==> config.mk <==
export PLATFORM = sky130hd
export DESIGN_NAME = isc_slave
export DESIGN_NICKNAME = d
export VERILOG_FILES = /design/src/logic/isc_pkg.sv /design/src/logic/isc_sync.sv /design/src/logic/isc_cond.sv /design/src/logic/isc_slave.sv
export SDC_FILE = /design/constraint.sdc
export NUM_CORES = 1
export LEC_CHECK = 0
export ABC_AREA = 1
export ABC_CLOCK_PERIOD_IN_PS = 2400
export BUFFER_PORTS_ARGS = -buffer_cell sky130_fd_sc_hd__buf_2
export CAP_MARGIN = 20
export CORE_MARGIN = 8
export CORE_UTILIZATION = 55
export CTS_CLUSTER_SIZE = 16
export DETAILED_ROUTE_END_ITERATION = 8
export GPL_ROUTABILITY_DRIVEN = 0
export PLACE_DENSITY_LB_ADDON = 0.05
export SYNTH_ARGS = -nofsm -noshare
export SYNTH_HDL_FRONTEND = slang
export SYNTH_SLANG_ARGS = --single-unit
==> constraint.sdc <==
create_clock -name clk -period 2.4 [get_ports clk]
set_input_delay 0.36 -clock clk [delete_from_list [all_inputs] [get_ports clk]]
set_output_delay 0.36 -clock clk [all_outputs]
set_load 0.01 [all_outputs]
==> src/logic/isc_pkg.sv <==
// Purpose: shared constants and carrier types of the i2c slave front end
// Assumes: 100 MHz core clock, bus lines sampled by the core clock
// Notes: mode field bit 0 selects 10-bit addressing, bit 1 start/stop irqs
package isc_pkg;

    // bit counter values inside one 9-pulse segment
    localparam logic [3:0] LAST_DATA_BIT = 4'h7;
    localparam logic [3:0] ACK_SLOT = 4'h8;
    // counter value after a start; the scl fall that closes the start wraps it to zero
    localparam logic [3:0] CNT_AFTER_START = 4'hF;
    // high address byte prefix for 10-bit addressing
    localparam logic [4:0] HI10_PREFIX = 5'h1E;
    // address compare ignores the direction bit
    localparam logic [7:0] RW_IGNORE = 8'hFE;
    localparam int MODE_TEN_POS = 0;
    localparam int MODE_SS_POS = 1;
    // reset values of synchronisers: bus idles high, reset starts asserted
    localparam logic [1:0] LINES_IDLE = 2'h3;
    localparam logic RST_ASSERTED = 1'b0;

    typedef enum logic [2:0] {PH_IDLE, PH_ADDR_HI, PH_ADDR_LO, PH_DATA, PH_READ} isc_phase_t;

    // configuration written by software, same clock domain
    typedef struct packed {
        logic [1:0] mode_select_field;
        logic start_irq_enable;
        logic stop_irq_enable;
        logic address_hold_enable;
        logic data_hold_enable;
        logic buffer_overwrite_enable;
        logic stretch_enable;
        logic ack_data_bit;
        logic [7:0] slave_address_reg;
        logic [7:0] address_mask;
    } isc_ctrl_t;

    // one-cycle software actions
    typedef struct packed {
        logic irq_clear;
        logic buffer_read;
        logic overflow_clear;
        logic clock_release_set;
        logic address_write;
    } isc_sw_t;

    typedef struct packed {
        logic [7:0] receive_buffer;
        logic buffer_full_flag;
        logic receive_overflow_flag;
        logic port_interrupt_flag;
        logic ack_status_bit;
        logic ack_time_status;
        logic update_address_flag;
        logic start_seen;
        logic stop_seen;
        logic rw_status;
        logic clock_release_bit;
    } isc_stat_t;

    // bus events found by the condition detector, one-cycle pulses
    typedef struct packed {
        logic start;
        logic stop;
        logic rise;
        logic fall;
    } isc_cond_t;

    typedef struct packed {
        logic scl_q;
        logic sda_q;
        logic low_seen;
        isc_cond_t ev;
    } isc_det_st_t;

    typedef struct packed {
        isc_phase_t phase;
        isc_phase_t pend;
        logic [3:0] cnt;
        logic [7:0] shreg;
        logic ack_low;
        logic soft_ack;
        logic forced_nack;
        logic prior_match;
        isc_stat_t stat;
        logic sda_oe_n;
        logic scl_oe_n;
    } isc_st_t;

    localparam isc_stat_t STAT_RESET = '{clock_release_bit: 1'b1, default: '0};
    localparam isc_det_st_t DET_RESET = '{scl_q: 1'b1, sda_q: 1'b1, default: '0};
    localparam isc_st_t ST_RESET = '{phase: PH_IDLE, pend: PH_IDLE, stat: STAT_RESET,
        sda_oe_n: 1'b1, scl_oe_n: 1'b1, default: '0};

endpackage : isc_pkg

==> src/logic/isc_sync.sv <==
// Purpose: two-flop synchroniser, also used to release the reset
// Assumes: din may change at any time relative to clk
// Notes: the first stage feeds the second stage only
`timescale 1ns/1ps
`default_nettype none
module isc_sync #(
    parameter int WIDTH = 1,
    parameter logic [WIDTH-1:0] RST_VAL = '0
) (
    input wire logic clk,
    input wire logic rst_n,
    input wire logic [WIDTH-1:0] din,
    output logic [WIDTH-1:0] dout
);
    logic [WIDTH-1:0] meta_r;

    // two stages, reset to a constant only
    always_ff @(posedge clk or negedge rst_n) begin
        if (!rst_n) begin
            meta_r <= RST_VAL;
            dout <= RST_VAL;
        end else begin
            meta_r <= din;
            dout <= meta_r;
        end
    end
endmodule : isc_sync
`default_nettype wire

==> src/logic/isc_cond.sv <==
// Purpose: finds start, stop and scl edges on the synchronised bus lines
// Assumes: scl_s and sda_s already passed two flops
// Notes: outputs are registered one-cycle pulses
`timescale 1ns/1ps
`default_nettype none
module isc_cond (
    input wire logic clk,
    input wire logic rst_n,
    input wire logic scl_s,
    input wire logic sda_s,
    output isc_pkg::isc_cond_t ev
);
    isc_pkg::isc_det_st_t st_r;
    isc_pkg::isc_det_st_t st_nxt;

    // sda moves while scl stays high mark the bus conditions
    always_comb begin
        st_nxt = st_r;
        st_nxt.scl_q = scl_s;
        st_nxt.sda_q = sda_s;
        st_nxt.ev.rise = !st_r.scl_q && scl_s;
        st_nxt.ev.fall = st_r.scl_q && !scl_s;
        st_nxt.ev.start = st_r.scl_q && scl_s && st_r.sda_q && !sda_s;
        // a stop needs a low scl period since the last start
        st_nxt.ev.stop = st_r.scl_q && scl_s && !st_r.sda_q && sda_s && st_r.low_seen;
        if (st_nxt.ev.start) begin
            st_nxt.low_seen = 1'b0;
        end else if (!scl_s) begin
            st_nxt.low_seen = 1'b1;
        end
    end

    always_ff @(posedge clk or negedge rst_n) begin
        if (!rst_n) begin
            st_r <= isc_pkg::DET_RESET;
        end else begin
            st_r <= st_nxt;
        end
    end

    assign ev = st_r.ev;
endmodule : isc_cond
`default_nettype wire

==> src/logic/isc_slave.sv <==
// Purpose: i2c slave conditions, address match, byte reception and ack
// Assumes: control and software pulses come from the clk domain
// Notes: slave transmission data path is not part of this block
`timescale 1ns/1ps
`default_nettype none
// Overview of operation
// - stop is sda rising while scl high
// - stop valid only after scl low since start
// - restart resets slave like a start
// - 10-bit read via restart holds scl
// - prior-match flag after full 10-bit write match
// - start/stop irq enables add irqs elsewhere
// - ninth pulse is ack, receiver pulls low
// - ack level stored in ack status bit
// - auto ack unless hold enables set
// - nack on overflow, or on full buffer unless overwrite enabled
// - ack time bit after eighth fall, holds only
// - mode field picks one of four modes
// - start/stop modes flag start, restart, stop
// - first byte compared with masked address
// - 7-bit compare ignores direction bit
// - 10-bit high byte pattern from address bits
// - update flag and stretch around 10-bit bytes
// - 10-bit read needs prior full match
// - write match clears rw, loads, acks
// - irq flag set per acked byte, software clears
// - stretch enable holds scl after bytes
// - start, stop bits and buffer read clear
// - msb first, sample on scl rise
// - start is sda falling while scl high
module isc_slave (
    input wire logic clk,
    input wire logic rst_n,
    input wire logic scl_i,
    input wire logic sda_i,
    input wire isc_pkg::isc_ctrl_t ctrl,
    input wire isc_pkg::isc_sw_t sw,
    output isc_pkg::isc_stat_t stat,
    output logic scl_o,
    output logic scl_oe_n,
    output logic sda_o,
    output logic sda_oe_n
);
    logic rst_s;
    logic [1:0] lines_s;
    isc_pkg::isc_cond_t ev;
    isc_pkg::isc_st_t st_r;
    isc_pkg::isc_st_t st_nxt;
    logic [7:0] b;
    logic ten;
    logic ss;
    logic hold_mode;
    logic blocked;
    logic hi_match;
    logic seven_match;
    logic lo_match;
    logic accept;
    logic active;
    logic byte_done;
    logic ninth_fall;

    // reset is released through two flops
    isc_sync #(.WIDTH(1), .RST_VAL(isc_pkg::RST_ASSERTED)) u_rst_sync (
        .clk(clk),
        .rst_n(rst_n),
        .din(1'b1),
        .dout(rst_s)
    );

    // bus lines are asynchronous to clk
    isc_sync #(.WIDTH(2), .RST_VAL(isc_pkg::LINES_IDLE)) u_line_sync (
        .clk(clk),
        .rst_n(rst_s),
        .din({scl_i, sda_i}),
        .dout(lines_s)
    );

    isc_cond u_cond (
        .clk(clk),
        .rst_n(rst_s),
        .scl_s(lines_s[1]),
        .sda_s(lines_s[0]),
        .ev(ev)
    );

    // next state of the whole slave
    always_comb begin
        st_nxt = st_r;
        b = st_r.shreg;
        ten = ctrl.mode_select_field[isc_pkg::MODE_TEN_POS];
        ss = ctrl.mode_select_field[isc_pkg::MODE_SS_POS];
        hold_mode = (st_r.phase == isc_pkg::PH_DATA) ? ctrl.data_hold_enable
            : ctrl.address_hold_enable;
        // overwrite enable lets a full buffer take the byte, overflow still refuses
        blocked = ctrl.buffer_overwrite_enable ? st_r.stat.receive_overflow_flag
            : (st_r.stat.buffer_full_flag || st_r.stat.receive_overflow_flag);
        hi_match = (((b ^ {isc_pkg::HI10_PREFIX, ctrl.slave_address_reg[2:1], 1'b0})
            & ctrl.address_mask & isc_pkg::RW_IGNORE) == 8'h00);
        seven_match = (((b ^ ctrl.slave_address_reg) & ctrl.address_mask
            & isc_pkg::RW_IGNORE) == 8'h00);
        lo_match = (((b ^ ctrl.slave_address_reg) & ctrl.address_mask) == 8'h00);
        accept = 1'b0;
        active = (st_r.phase != isc_pkg::PH_IDLE) && !ev.start && !ev.stop;
        byte_done = active && ev.fall && (st_r.cnt == isc_pkg::LAST_DATA_BIT);
        ninth_fall = active && ev.fall && (st_r.cnt == isc_pkg::ACK_SLOT);

        // software clears come first so that a hardware set below wins
        if (sw.irq_clear) begin
            st_nxt.stat.port_interrupt_flag = 1'b0;
        end
        if (sw.buffer_read) begin
            st_nxt.stat.buffer_full_flag = 1'b0;
        end
        if (sw.overflow_clear) begin
            st_nxt.stat.receive_overflow_flag = 1'b0;
        end
        if (sw.clock_release_set) begin
            st_nxt.stat.clock_release_bit = 1'b1;
        end
        // rewriting the address ends the update wait and releases scl
        if (sw.address_write) begin
            st_nxt.stat.update_address_flag = 1'b0;
            if (st_r.stat.update_address_flag) begin
                st_nxt.stat.clock_release_bit = 1'b1;
            end
        end

        // while stretched in a hold, software may still change its answer
        if (st_r.soft_ack && (st_r.cnt == isc_pkg::ACK_SLOT)
            && !st_r.stat.clock_release_bit) begin
            st_nxt.ack_low = !ctrl.ack_data_bit && !st_r.forced_nack;
        end

        if (ev.start) begin
            // start and restart look the same here
            st_nxt.phase = isc_pkg::PH_ADDR_HI;
            // the start's own scl fall is not a data bit, so it must not be counted
            st_nxt.cnt = isc_pkg::CNT_AFTER_START;
            st_nxt.ack_low = 1'b0;
            st_nxt.soft_ack = 1'b0;
            st_nxt.stat.ack_time_status = 1'b0;
            st_nxt.stat.clock_release_bit = 1'b1;
            st_nxt.stat.start_seen = 1'b1;
            st_nxt.stat.stop_seen = 1'b0;
            if (ss || ctrl.start_irq_enable) begin
                st_nxt.stat.port_interrupt_flag = 1'b1;
            end
        end else if (ev.stop) begin
            st_nxt.phase = isc_pkg::PH_IDLE;
            st_nxt.cnt = 4'h0;
            st_nxt.ack_low = 1'b0;
            st_nxt.soft_ack = 1'b0;
            st_nxt.prior_match = 1'b0;
            st_nxt.stat.ack_time_status = 1'b0;
            st_nxt.stat.clock_release_bit = 1'b1;
            st_nxt.stat.stop_seen = 1'b1;
            st_nxt.stat.start_seen = 1'b0;
            if (ss || ctrl.stop_irq_enable) begin
                st_nxt.stat.port_interrupt_flag = 1'b1;
            end
        end else if (active && ev.rise) begin
            if (st_r.cnt < isc_pkg::ACK_SLOT) begin
                st_nxt.shreg = {st_r.shreg[6:0], lines_s[0]};
            end else if (st_r.cnt == isc_pkg::ACK_SLOT) begin
                st_nxt.stat.ack_status_bit = lines_s[0];
            end
        end

        if (byte_done) begin
            st_nxt.cnt = isc_pkg::ACK_SLOT;
            case (st_r.phase)
                isc_pkg::PH_ADDR_HI: begin
                    if (ten) begin
                        if (!hi_match) begin
                            st_nxt.prior_match = 1'b0;
                            st_nxt.phase = isc_pkg::PH_IDLE;
                        end else if (b[0] && !st_r.prior_match) begin
                            st_nxt.phase = isc_pkg::PH_IDLE;
                        end else begin
                            accept = 1'b1;
                            st_nxt.stat.rw_status = b[0];
                            if (!b[0]) begin
                                st_nxt.prior_match = 1'b0;
                            end
                            st_nxt.pend = b[0] ? isc_pkg::PH_READ
                                : isc_pkg::PH_ADDR_LO;
                        end
                    end else if (seven_match) begin
                        accept = 1'b1;
                        st_nxt.stat.rw_status = b[0];
                        st_nxt.pend = b[0] ? isc_pkg::PH_READ : isc_pkg::PH_DATA;
                    end else begin
                        st_nxt.phase = isc_pkg::PH_IDLE;
                    end
                end
                isc_pkg::PH_ADDR_LO: begin
                    // all eight low bits count, a miss still waits for the update
                    accept = lo_match;
                    st_nxt.prior_match = lo_match;
                    st_nxt.pend = lo_match ? isc_pkg::PH_DATA : isc_pkg::PH_IDLE;
                end
                isc_pkg::PH_DATA: begin
                    accept = 1'b1;
                    st_nxt.pend = isc_pkg::PH_DATA;
                end
                isc_pkg::PH_READ: begin
                    st_nxt.pend = isc_pkg::PH_READ;
                end
                default: begin
                    st_nxt.phase = isc_pkg::PH_IDLE;
                end
            endcase
            if (st_nxt.phase == isc_pkg::PH_IDLE) begin
                st_nxt.cnt = 4'h0;
            end
        end else if (ninth_fall) begin
            st_nxt.cnt = 4'h0;
            st_nxt.ack_low = 1'b0;
            st_nxt.soft_ack = 1'b0;
            st_nxt.stat.ack_time_status = 1'b0;
            if (st_r.ack_low) begin
                // every acknowledged byte raises the flag
                st_nxt.stat.port_interrupt_flag = 1'b1;
                if (st_r.pend == isc_pkg::PH_ADDR_LO) begin
                    st_nxt.stat.update_address_flag = 1'b1;
                    st_nxt.stat.clock_release_bit = 1'b0;
                end else if (st_r.pend == isc_pkg::PH_READ) begin
                    st_nxt.stat.clock_release_bit = 1'b0;
                end else if (ctrl.stretch_enable) begin
                    st_nxt.stat.clock_release_bit = 1'b0;
                end
            end
            if (st_r.phase == isc_pkg::PH_ADDR_LO) begin
                st_nxt.stat.port_interrupt_flag = 1'b1;
                st_nxt.stat.update_address_flag = 1'b1;
                st_nxt.stat.clock_release_bit = 1'b0;
            end
            if (st_r.phase == isc_pkg::PH_READ) begin
                // master ack asks for more data: hold scl, else drop out
                st_nxt.phase = st_r.stat.ack_status_bit ? isc_pkg::PH_IDLE
                    : isc_pkg::PH_READ;
                st_nxt.stat.port_interrupt_flag = 1'b1;
                if (!st_r.stat.ack_status_bit) begin
                    st_nxt.stat.clock_release_bit = 1'b0;
                end
            end else if (st_r.ack_low) begin
                st_nxt.phase = st_r.pend;
            end else if (st_r.phase != isc_pkg::PH_DATA) begin
                st_nxt.phase = isc_pkg::PH_IDLE;
            end
        end else if (active && ev.fall) begin
            st_nxt.cnt = st_r.cnt + 4'h1;
        end

        // an accepted byte is loaded unless blocked, then acked or nacked by hardware or software
        if (accept) begin
            if (!blocked) begin
                st_nxt.stat.receive_buffer = b;
                st_nxt.stat.buffer_full_flag = 1'b1;
            end else if (st_r.stat.buffer_full_flag) begin
                st_nxt.stat.receive_overflow_flag = 1'b1;
            end
            st_nxt.forced_nack = blocked;
            if (hold_mode) begin
                st_nxt.soft_ack = 1'b1;
                st_nxt.ack_low = !ctrl.ack_data_bit && !blocked;
                st_nxt.stat.ack_time_status = 1'b1;
                st_nxt.stat.port_interrupt_flag = 1'b1;
                st_nxt.stat.clock_release_bit = 1'b0;
            end else begin
                st_nxt.ack_low = !blocked;
            end
        end

        // open-drain drive: only ever pull low, enable is active low
        st_nxt.sda_oe_n = !(st_nxt.ack_low && (st_nxt.cnt == isc_pkg::ACK_SLOT));
        st_nxt.scl_oe_n = st_nxt.stat.clock_release_bit;
    end

    always_ff @(posedge clk or negedge rst_s) begin
        if (!rst_s) begin
            st_r <= isc_pkg::ST_RESET;
        end else begin
            st_r <= st_nxt;
        end
    end

    assign stat = st_r.stat;
    assign scl_oe_n = st_r.scl_oe_n;
    assign sda_oe_n = st_r.sda_oe_n;
    // driven level is always low; kept as plain outputs for the pad
    assign scl_o = 1'b0;
    assign sda_o = 1'b0;
endmodule : isc_slave
`default_nettype wire

==> results.yml <==
layout:
  nets: 450
  area_growth_pct: 11.1
  fin_cells: 485
  utilization_pct: 63.7
  n_antenna_cell: 0
  drive_gt1_share_pct: 23.9
critical_path:
  crit_required_ps: 2600
  r2r-start: "u_cond.ev[3]$_DFF_PN0_"
  worstSetupStartpointType: "flop"
  slowest_delay_ps: 450
  cp_num_cells: 9
  endpoint_kind: "flop"
  crit_type: "flop to flop"
  crit_buf_inv: 3
  critPathLaunch: "u_cond.ev[3]$_DFF_PN0_"
  arrival_ps: 2050
  worstPathMaxFanout: 16
  critPathSlowestCell: "dfrtp_1"
  crit_family: "simple AND/OR/NAND/NOR gates"
  crit_top_cell: "inv_2"
  path_cells: "inv_2, nand2_2, inv_2, nand2_4, inv_2, nand2_1, nor2_2, nand2_1, o21a_1"
  rr_worst_depth: 9
timing:
  fmax_mhz: 541
  rsz0062_at_grt: "false"
  fin_skew_ps: 11.7
  hold_slack_ps: 140
  finalHoldViolCount: 0
  finalSetupViolations: 0
  maxSlewHeadroom_pct: 60.2
  slew_viol_final: 0
  setup_tns_ps: 0
  min_period_ps: 1850
  min_period_over_period_pct: 77.1
  worst_pin_slew_ps: 596
synth:
  syn_area_um2: 2970
  ys_top_cells_by_count: "98 x nand2_1, 46 x dfrtp_1, 45 x inv_1"
  ys.warnings.count: 0
  avgSynthCellArea_um2: 7.93
  synth_top_area_share_pct: 38.8
  yosysSeqAreaShare_pct: 45.9
  synth_most_common_cell: "nand2_1"
  netlist_top_cells_area: "dfrtp_1 39%, nand2_1 12%, dfstp_2 7.1%"
  synth_edf_count: 0
  synth_ff_type: "dfrtp_1"
  synth_cell_types: 40
  ys_ff_latch: 54
  synth_cells: 374
  synth_top_area_cell: "dfrtp_1"
  async_flop_share_pct: 100
grt:
  grt_max_degree: 28
  grt_pass1_wl_mm: 11.0
  track_usage_pct: 17.7
  grt_remaining_overflow: 0
  antenna_found_initial: 0
  grt_pass1_vias: 2374
min_path:
  min-delay-start: "scl_i"
  min_delay_path_depth: 1
  min_path_type: "input pin to flop"
clocking:
  h-tree-depth: 2
  clk_latency_ps: 310
  cts_tree: "done"
  cts_sinks: 54
  cts_made_buffers: 5
  cts_setup_buffers: 0
  cts_root_buf: "clkbuf_8"
  clkTransAtPathRegs_ps: 100
  cts_buffer_depth: 2
die:
  dieArea_um2: 8000
  die_h_um: 89.4
  rows: 26
  ios: 56
  die_w_um: 89.4
  core-area_um2: 5170
  start_util_pct: 57.3
detailed_routing:
  viasPerCell: 5.07
  wirelength_mm: 6.52
  drt_iter0_drc: 154
  wl_per_cell_um: 13.4
  dr_total_vias: 2461
  final_antenna_net_count: 0
  first_pass_iters: 4
  drc: 0
power_and_ir_drop:
  cellPowerDensity_nw_per_um2: 837
  total_power_mw: 2.76
  leakage_nw: 1.77
  irDropWorstVdd_v: 0.000620
placed_design:
  dp_hpwl_mm: 5.25
  post-place-cells: 476
  portBuffers: 53
status:
  status: "completed"
run:
  maxCapViolCount: 0
cell families after synthesis:
logic type	after synthesis	synth area share [%]
other	2	0.253
AO/OA/AOI/OAI	58	10.7
flip-flops	54	45.9
XOR/XNOR	1	0.295
adder cells (fa/ha/maj)	2	0.844
buffers and inverters	76	12.7
AND/OR/NAND/NOR	181	29.4
layer usage:
metal  global-route usage, %  vias up  wire length (um)  part of all wire (%)
met5                       0        -                 0                     0
met4                    5.44        0                85                   1.3
met3                    4.04        9               456                   7.0
met2                    27.1       64              2870                    44
met1                    24.0     1133              3110                    48
li1                        -     1255                 -                     -
worst paths after layout:
check                      slack [ps]                              end
hold / removal                    140  u_line_sync.meta_r[1]$_DFF_PN1_
setup / recovery                  550                 b[3]$_DFFE_PN0P_
setup reg to reg                  550                 b[3]$_DFFE_PN0P_
min in group asynchronous         280                 b[7]$_DFFE_PN0P_
max in group asynchronous        1510  u_line_sync.meta_r[0]$_DFF_PN1_
hold reg to reg                   280                 b[7]$_DFFE_PN0P_
stage by stage:
step                      setup WS, ps  instance area, um2
after floorplan                    799                2970
after global placement             606                3170
after detailed placement           584                3170
after CTS                          553                3300
after global routing               353                3300
final                              550                3300
power by group:
| group | leakage, nW | internal (mW) | switching [mW] | total, mW |
|---|---|---|---|---|
| registers | 0.671 | 1.10 | 0.205 | 1.30 |
| logic | 1.04 | 0.309 | 0.525 | 0.834 |
| clock network | 0.0587 | 0.316 | 0.305 | 0.621 |
sequential cells by signal, summed over array words and instances (netlist names):
register            count
u_cond.st_r             3
scl_oe_n                1
u_cond.ev               4
u_rst_sync.meta_r       1
st_r                   14
u_rst_sync.dout         1
u_line_sync.meta_r      2
b                       8
u_line_sync.dout        2
sda_oe_n                1
stat                   17
cells in the final DEF, fill, tap and decap left out, drive strengths merged, types with 2 or more instances in the layout:
cell type    n
dfrtp       46
inv         53
dfstp        8
ha           2
conb         3
a21oi       17
o211ai       2
o21ai       32
clkinv       2
nor2        32
nand2      107
clkbuf       5
nand3       24
nand4       10
nor3         5
buf         54
what timing repair did:
action,in CTS,in global routing
gates resized for setup,0,0
hold buffers,1,0
hold endpoints to repair,2,0
area by class of cell:
type / count / area (um2)
multi-input cells: 245 / 1230
flip-flops and latches: 54 / 1360
clock buffers: 5 / 68.8
inverters: 53 / 201
clock inverters: 3 / 47.5
well taps: 70 / 87.6
repair buffers: 55 / 295
fillers: 457 / 1880
Power figures use the tool's default switching activity.
